File: src/modulo_timer_pkg.sv
`default_nettype none
package modulo_timer_pkg;

  // ************************************************************
  // register map and field layout
  // ************************************************************
  localparam int REG_W = 8;                    // register width
  localparam int ADDR_W = 2;                   // register address width
  localparam logic [1:0] OFS_STATUS = 2'h0;    // timer_status_control
  localparam logic [1:0] OFS_CLOCK = 2'h1;     // timer_clock_config
  localparam logic [1:0] OFS_COUNT = 2'h2;     // timer_count_value
  localparam logic [1:0] OFS_MODULO = 2'h3;    // timer_modulo_limit

  localparam int BIT_OVF = 7;                  // overflow_flag
  localparam int BIT_IRQ_EN = 6;               // overflow_irq_enable
  localparam int BIT_CLEAR = 5;                // counter clear strobe
  localparam int BIT_HALT = 4;                 // count_halt
  localparam int SRC_HI = 5;                   // source_select msb
  localparam int SRC_LO = 4;                   // source_select lsb
  localparam int PS_HI = 3;                    // prescale_select msb
  localparam int PS_LO = 0;                    // prescale_select lsb

  // ************************************************************
  // encodings and reset values
  // ************************************************************
  localparam logic [1:0] SRC_BUS = 2'h0;       // system bus clock
  localparam logic [1:0] SRC_FIXED = 2'h1;     // fixed frequency clock
  localparam logic [1:0] SRC_PIN_FALL = 2'h2;  // pin falling edge
  localparam logic [1:0] SRC_PIN_RISE = 2'h3;  // pin rising edge
  localparam logic [3:0] PS_MAX = 4'h8;        // divide by 256
  localparam logic RST_HALT = 1'b1;
  localparam logic RST_IRQ_EN = 1'b0;
  localparam logic [1:0] RST_SRC = 2'h0;
  localparam logic [3:0] RST_PS = 4'h0;
  localparam logic [7:0] RST_COUNT = 8'h00;
  localparam logic [7:0] RST_MODULO = 8'h00;
  localparam logic [7:0] FREE_LIMIT = 8'hFF;   // wrap point when modulo is zero

  // flag clearing sequence states
  typedef enum logic [1:0] {
    CLR_IDLE = 2'b01,
    CLR_ARMED = 2'b10
  } clear_state_t;

  // ************************************************************
  // shared arithmetic
  // ************************************************************
  // low prescaler bits that must all be ones for a tick
  function automatic logic [7:0] prescale_mask(input logic [3:0] sel);
    logic [8:0] t;
    t = 9'h001;
    if (sel >= PS_MAX) begin
      prescale_mask = 8'hFF;
    end else begin
      t = 9'h001 << sel;
      prescale_mask = t[7:0] - 8'h01;
    end
  endfunction : prescale_mask

  // value after which the counter wraps to zero
  function automatic logic [7:0] count_limit(input logic [7:0] modulo);
    count_limit = (modulo == 8'h00) ? FREE_LIMIT : modulo;
  endfunction : count_limit

endpackage : modulo_timer_pkg
`default_nettype wire

File: src/edge_sync.sv
`default_nettype none
module edge_sync (
  input wire logic core_clk,
  input wire logic rst,
  input wire logic async_in,
  output logic rise_pulse,
  output logic fall_pulse
);

  // ************************************************************
  // two stage synchroniser and edge detect
  // ************************************************************
  logic sync_a;       // first stage, read only by sync_b
  logic sync_b;       // second stage, safe level
  logic prev_b;       // delayed safe level
  logic next_sync_a;
  logic next_sync_b;
  logic next_prev_b;

  // next values of the shift chain
  always_comb begin
    next_sync_a = async_in;
    next_sync_b = sync_a;
    next_prev_b = sync_b;
  end

  // register the chain
  always_ff @(posedge core_clk or posedge rst) begin
    if (rst) begin
      sync_a <= 1'b0;
      sync_b <= 1'b0;
      prev_b <= 1'b0;
    end else begin
      sync_a <= next_sync_a;
      sync_b <= next_sync_b;
      prev_b <= next_prev_b;
    end
  end

  // one cycle pulses on each edge
  assign rise_pulse = sync_b & ~prev_b;
  assign fall_pulse = ~sync_b & prev_b;

endmodule : edge_sync
`default_nettype wire

File: src/prescaler.sv
`default_nettype none
module prescaler
  import modulo_timer_pkg::*;
(
  input wire logic core_clk,
  input wire logic rst,
  input wire logic src_tick,
  input wire logic run,
  input wire logic clear,
  input wire logic [3:0] select,
  output logic tick_out
);

  // ************************************************************
  // 8-bit ripple divider with tap select
  // ************************************************************
  logic [7:0] div_count;       // source ticks seen
  logic [7:0] next_div_count;
  logic [7:0] mask;            // taps for the chosen ratio

  // advance on each source tick while running
  always_comb begin
    mask = prescale_mask(select);
    next_div_count = div_count;
    if (clear) begin
      next_div_count = 8'h00;
    end else if (run && src_tick) begin
      next_div_count = div_count + 8'h01;
    end
  end

  // register the divider
  always_ff @(posedge core_clk or posedge rst) begin
    if (rst) begin
      div_count <= 8'h00;
    end else begin
      div_count <= next_div_count;
    end
  end

  // tick when all selected low bits are ones; ratio change keeps the count
  assign tick_out = run && src_tick && ((div_count & mask) == mask);

endmodule : prescaler
`default_nettype wire

File: src/modulo_timer.sv
`default_nettype none
module modulo_timer
  import modulo_timer_pkg::*;
(
  input wire logic core_clk,
  input wire logic rst,
  input wire logic ext_count_pin,
  input wire logic fixed_freq_clock,
  input wire logic [1:0] reg_addr,
  input wire logic [7:0] reg_wdata,
  input wire logic reg_wr,
  input wire logic reg_rd,
  output logic [7:0] reg_rdata,
  output logic overflow_irq
);

  // ************************************************************
  // register state
  // ************************************************************
  logic overflow_flag;            // sticky overflow
  logic overflow_irq_enable;      // interrupt gate
  logic count_halt;               // counter frozen
  logic [1:0] source_select;      // count source
  logic [3:0] prescale_select;    // division ratio
  logic [7:0] count;              // timer count
  logic [7:0] modulo;             // wrap value
  clear_state_t clear_state;      // flag clearing progress
  logic [7:0] rdata;              // registered read data
  logic irq;                      // registered interrupt

  logic next_overflow_flag;
  logic next_overflow_irq_enable;
  logic next_count_halt;
  logic [1:0] next_source_select;
  logic [3:0] next_prescale_select;
  logic [7:0] next_count;
  logic [7:0] next_modulo;
  clear_state_t next_clear_state;
  logic [7:0] next_rdata;
  logic next_irq;

  // ************************************************************
  // decode and count sources
  // ************************************************************
  logic wr_status;                // write to status register
  logic wr_clock;                 // write to clock register
  logic wr_modulo;                // write to modulo register
  logic rd_status;                // read of status register
  logic count_clear;              // counter reset this cycle
  logic pin_rise;                 // synced pin rising edge
  logic pin_fall;                 // synced pin falling edge
  logic fixed_rise;               // synced fixed clock edge
  logic src_tick;                 // selected source enable
  logic presc_tick;               // prescaled count enable
  logic overflow_event;           // wrap to zero this cycle
  logic clear_seq;                // second step of flag clear

  // strobes qualified by address; count register writes decode to nothing
  always_comb begin
    wr_status = reg_wr && (reg_addr == OFS_STATUS);
    wr_clock = reg_wr && (reg_addr == OFS_CLOCK);
    wr_modulo = reg_wr && (reg_addr == OFS_MODULO);
    rd_status = reg_rd && (reg_addr == OFS_STATUS);
    count_clear = (wr_status && reg_wdata[BIT_CLEAR]) || wr_modulo;
  end

  // external pin through synchroniser into edge pulses
  edge_sync pin_sync (
    .core_clk(core_clk),
    .rst(rst),
    .async_in(ext_count_pin),
    .rise_pulse(pin_rise),
    .fall_pulse(pin_fall)
  );

  // fixed frequency clock also arrives from another domain
  edge_sync fixed_sync (
    .core_clk(core_clk),
    .rst(rst),
    .async_in(fixed_freq_clock),
    .rise_pulse(fixed_rise),
    .fall_pulse()
  );

  // source multiplexer
  always_comb begin
    case (source_select)
      SRC_BUS: begin
        src_tick = 1'b1;
      end
      SRC_FIXED: begin
        src_tick = fixed_rise;
      end
      SRC_PIN_FALL: begin
        src_tick = pin_fall;
      end
      SRC_PIN_RISE: begin
        src_tick = pin_rise;
      end
      default: begin
        src_tick = 1'b1;
      end
    endcase
  end

  // divider; only a clear restarts it, never a source or ratio change
  prescaler divider (
    .core_clk(core_clk),
    .rst(rst),
    .src_tick(src_tick),
    .run(~count_halt),
    .clear(count_clear),
    .select(prescale_select),
    .tick_out(presc_tick)
  );

  // ************************************************************
  // counter and overflow flag
  // ************************************************************
  // next counter, flag and clearing sequence
  always_comb begin
    overflow_event = presc_tick && !count_clear && (count == count_limit(modulo));
    clear_seq = wr_status && !reg_wdata[BIT_OVF] && (clear_state == CLR_ARMED);
    next_count = count;
    if (count_clear) begin
      next_count = 8'h00;
    end else if (overflow_event) begin
      next_count = 8'h00;
    end else if (presc_tick) begin
      next_count = count + 8'h01;
    end
    // a new overflow beats the two-step clear in the same cycle; a count clear blocks the overflow
    next_overflow_flag = overflow_flag;
    if (overflow_event) begin
      next_overflow_flag = 1'b1;
    end else if (clear_seq || count_clear) begin
      next_overflow_flag = 1'b0;
    end
    // clearing sequence tracker
    next_clear_state = clear_state;
    case (clear_state)
      CLR_IDLE: begin
        if (rd_status && overflow_flag && !overflow_event) begin
          next_clear_state = CLR_ARMED;
        end
      end
      CLR_ARMED: begin
        if (overflow_event) begin
          next_clear_state = CLR_IDLE;
        end else if (wr_status) begin
          next_clear_state = CLR_IDLE;
        end
      end
      default: begin
        next_clear_state = CLR_IDLE;
      end
    endcase
  end

  // ************************************************************
  // software registers and read port
  // ************************************************************
  // control fields, modulo and read data
  always_comb begin
    next_overflow_irq_enable = overflow_irq_enable;
    next_count_halt = count_halt;
    next_source_select = source_select;
    next_prescale_select = prescale_select;
    next_modulo = modulo;
    if (wr_status) begin
      next_overflow_irq_enable = reg_wdata[BIT_IRQ_EN];
      next_count_halt = reg_wdata[BIT_HALT];
    end
    if (wr_clock) begin
      next_source_select = reg_wdata[SRC_HI:SRC_LO];
      next_prescale_select = reg_wdata[PS_HI:PS_LO];
    end
    if (wr_modulo) begin
      next_modulo = reg_wdata;
    end
    next_rdata = 8'h00;
    if (reg_rd) begin
      case (reg_addr)
        OFS_STATUS: begin
          next_rdata = {overflow_flag, overflow_irq_enable, 1'b0, count_halt, 4'h0};
        end
        OFS_CLOCK: begin
          next_rdata = {2'h0, source_select, prescale_select};
        end
        OFS_COUNT: begin
          next_rdata = count;
        end
        OFS_MODULO: begin
          next_rdata = modulo;
        end
        default: begin
          next_rdata = 8'h00;
        end
      endcase
    end
    next_irq = next_overflow_flag && next_overflow_irq_enable;
  end

  // register everything
  always_ff @(posedge core_clk or posedge rst) begin
    if (rst) begin
      overflow_flag <= 1'b0;
      overflow_irq_enable <= RST_IRQ_EN;
      count_halt <= RST_HALT;
      source_select <= RST_SRC;
      prescale_select <= RST_PS;
      count <= RST_COUNT;
      modulo <= RST_MODULO;
      clear_state <= CLR_IDLE;
      rdata <= 8'h00;
      irq <= 1'b0;
    end else begin
      overflow_flag <= next_overflow_flag;
      overflow_irq_enable <= next_overflow_irq_enable;
      count_halt <= next_count_halt;
      source_select <= next_source_select;
      prescale_select <= next_prescale_select;
      count <= next_count;
      modulo <= next_modulo;
      clear_state <= next_clear_state;
      rdata <= next_rdata;
      irq <= next_irq;
    end
  end

  assign reg_rdata = rdata;
  assign overflow_irq = irq;
endmodule : modulo_timer
`default_nettype wire

File: config.mk
export PLATFORM = sky130hd
export DESIGN_NAME = modulo_timer
export DESIGN_NICKNAME = d
export VERILOG_FILES = /design/src/modulo_timer_pkg.sv /design/src/edge_sync.sv /design/src/prescaler.sv /design/src/modulo_timer.sv
export SDC_FILE = /design/constraint.sdc
export NUM_CORES = 1
export LEC_CHECK = 0
export ABC_AREA = 1
export BUFFER_PORTS_ARGS = -buffer_cell sky130_fd_sc_hd__buf_4
export CORE_UTILIZATION = 33
export DETAILED_ROUTE_END_ITERATION = 16
export GPL_TIMING_DRIVEN = 1
export HOLD_SLACK_MARGIN = 0.05
export SLEW_MARGIN = 15
export SYNTH_ARGS = -nofsm -noshare
export SYNTH_HDL_FRONTEND = slang
export SYNTH_SLANG_ARGS = --single-unit
File: constraint.sdc
create_clock -name core_clk -period 5.1 [get_ports core_clk]
set_input_delay 1.53 -clock core_clk [delete_from_list [all_inputs] [get_ports core_clk]]
set_output_delay 1.53 -clock core_clk [all_outputs]
set_load 0.02 [all_outputs]
==> summary.md <==
| Metric | Value |
|---|---|
| H-tree levels | `2` |
| Share of layout cells above drive strength 1 | `approximately 18%` |
| # hold bufs at CTS | `0` |
| I/O pin count | `25` |
| Simple-gate portion of the synthesized area | `about a third` |
| Post-synth EDFFs | `0` |
| Grt ovf | `0` |
| Worst Path Max Fanout | `17` |
| Port bufs | `24` |
| Root buffer cell | `clkbuf_8` |
| FF+latch count, synth | `50` |
| PostCTS Resize Cnt | `0` |
| P_leak | `between 0.0015 and 0.002 uW` |
| Clk pwr share | `between 20% and 30%` |
| Worst Skew | `roughly 0.015 ns` |
| Die width | `94.22 um` |
| Final hold slack | `0.3591 ns` |
| Routed vias/inst | `4.753` |
| Max-cap violations | `0` |
| Compound-Gate Fraction of Synth Area | `~11%` |
| Pre-antenna DRT Iters | `4` |
| Post-route DRC | `0` |
| Largest cells by area after synthesis | `dfrtp_1, nand2_1, inv_1, o21ai_0, nand3_1` |
| GRT Total Usage | `between 15 and 20%` |
| DIE HEIGHT | `about 94 um` |
| RSZ-0062 raised after global routing | `false` |
| Nets | `just over 400` |
| Comb power frac | `roughly 23%` |
| Ys Warns | `0` |
| Total power | `between 900 and 1000 uW` |
| Crit path required time | `5.33 ns` |
| Register area | `roughly 0.0013 mm^2` |
| Fillcell total | `840` |
| Post-synthesis cell count | `~360` |
| Top_reg_cell synth | `dfrtp_1` |
| Starting Density | `approximately a third` |
| Num rows | `33` |
| Final wirelength | `6.362 mm` |
| CTS clk-pin slew, worst paths | `around 0.10 ns` |
| Num CTS Buffers | `5` |
| Int Power | `628.4 uW` |
| Reg2reg start | `prescale_select[0]` |
| Switching Fraction | `about 34%` |
| Area taken by multi-input logic gates | `between 0.001 and 0.0015 mm^2` |
| Area Growth Syn to Fin | `13.24%` |
| Max Clock Freq | `around 380 MHz` |
| Die ar. | `a little under 0.009 mm^2` |
| Net Count, Synth | `approximately 380` |
| Peak VDD IR | `~94 uV` |
| Post-synthesis cell type with the largest combined area | `dfrtp_1` |
| Antenna violations before repair | `0` |
| Startpoint type of the worst setup path | `input port` |
| Mapped Area | `0.002806 mm^2` |
| Largest net degree at the start of global routing | `between 50 and 60` |
| Final Max Slew Viols | `0` |
| CTS Buffer Depth | `2` |
| Sw Pwr | `about 330 uW` |
| Most frequent cell after synthesis | `nand2_1` |
| Setup Fix Bufs, Post-CTS | `0` |
| Skew-Pair Late Insertion Delay | `between 0.3 and 0.4 ns` |
| TritonCTS clock tree | `built` |
| Worst hold start | `fixed_sync.next_sync_b` |
| Synth top cells by count | `nand2_1, inv_1, dfrtp_1` |
| Post-synth ARST share | `100.0%` |
| Netlist cell types | `35` |
| DP HPWL | `4.844 mm` |
| Syn avg cell area | `7.753 um^2` |
| Fin Setup TNS | `0 ns` |
| Power Dens Cells | `301.4 mW/mm^2` |
| Post-layout min period | `between 2 and 3 ns` |
| Seq pwr share | `50.5%` |
| N_diodes | `0` |
| Antenna Nets Post-Route | `0` |
| Critical Path Source | `reg_addr[1]` |
| Vias in the first global route | `around 2200` |
| Post-synth top area share | `42.80%` |
| Main combinational cell family by area after synthesis | `simple AND/OR/NAND/NOR gates` |
| Rel. slew slack | `between 40 and 50%` |
| Xor/xnor share of the synthesized area | `2.185%` |
| Critical Path AT | `about 2.9 ns` |
| Tightest Pin Transition | `between 0.8 and 0.9 ns` |
| Fin crit share | `between 50% and 60%` |
| Final GP Congestion | `approximately 0.86` |
| Via Count | `about 2300` |
| Critical path class | `input port to flip-flop` |
| Type of the tightest min-delay check | `flip-flop to flip-flop` |
| Post-synthesis sequential area ratio | `44.67%` |
| Final Hold Viols | `0` |
| Mux cell area share after synthesis | `0%` |
| CTS sink cnt | `50` |
| Core Area | `slightly above 0.008 mm^2` |
| Count of final setup violators | `0` |
| Crit. End Element | `flip-flop` |
| Post-Synth Adder-Cell Area | `1.337%` |
| Initial drt markers | `102` |
| First-pass GRT wire length | `10.81 mm` |
| Routed len/inst | `12.90 um` |
| Status | `finished clean` |
metal layers:
layer | up-vias | part of all wire [%] | GRT usage (%)
met5 | - | 0 | 0
met4 | 0 | 0.96 | 4.359
met3 | 7 | 3.0 | 2.670
met2 | 35 | 49 | 26.69
met1 | 1106 | 47 | 21.10
li1 | 1195 | - | -
critical path, cell delays in order:
cell      delay (ns)
buf_4           0.14
nand2_2         0.14
inv_1           0.08
nand2_2         0.24
o21ai_4         0.17
inv_2           0.15
o311ai_0        0.21
a21oi_2         0.19
registers in the layout (all words and copies together) (netlist names):
name                    flops
fixed_sync.next_prev_b      1
pin_sync.next_prev_b        1
overflow_irq                1
count                       8
prescale_select             4
divider.div_count           8
source_select               2
overflow_irq_enable         1
fixed_sync.next_sync_b      1
pin_sync.prev_b             1
overflow_flag               1
reg_rdata                   8
pin_sync.next_sync_b        1
fixed_sync.prev_b           1
count_halt                  1
clear_state                 2
modulo                      8
power by group through the flow:
| stage | Clock, uW | Combinational (uW) | Sequential (uW) |
|---|---|---|---|
| final | 254 | 220 | 484 |
| after CTS | 262 | 223 | 484 |
| after detailed placement | 0 | 221 | 492 |
| after global placement | 0 | 219 | 491 |
| after floorplan | 0 | 170 | 481 |
| after global routing | 276 | 260 | 491 |
final cells by class:
cell class	instances	share of cell area, %
multi-input cells	250	40.98
flip-flops and latches	50	39.45
inverters	56	6.654
repair buffers	24	5.669
well taps	105	4.134
clock buffers	6	2.598
clock inverters	2	0.5118
kinds of logic after synthesis:
logic type      after synthesis
buf+inv                      62
fa+ha+maj                     3
simple gates                188
compound gates               52
flops                        50
xor+xnor                      7
cells in the final DEF, fill, tap and decap left out, drive strengths merged:
cell type  instances
o22ai              5
inv               55
nor3               7
a41oi              1
or2                1
xor2               7
nor4               1
o21ai             31
ha                 3
and3               1
buf               24
nor2              42
clkinvlp           1
dfrtp             48
o221ai             3
nand3b             4
clkinv             2
clkbuf             6
nand2            103
a211oi             1
dfstp              2
nand4              1
o311ai             1
nand3             28
a21oi             10
path summary, 6_finish.rpt:
path	end	slack, ns	depth (start not counted)
min reg2reg	fixed_sync.next_prev_b	0.36	0
max in group asynchronous	reg_rdata[4]	3.22	2
max	overflow_irq	2.48	8
min	fixed_sync.next_prev_b	0.36	0
max reg2reg	clear_state[1]	2.95	14
min in group asynchronous	fixed_sync.next_prev_b	1.36	2
stage by stage:
step,cell area (um^2),instances,setup WS (ns),util (%)
after global routing,3178,493,2.342,38.68
after global placement,3078,485,2.244,37.46
after CTS,3177,493,2.494,38.66
final,3178,493,2.476,38.68
after detailed placement,3078,485,2.183,37.46
after floorplan,2806,362,2.372,-
No activity file was read; power rests on OpenSTA's default activity.
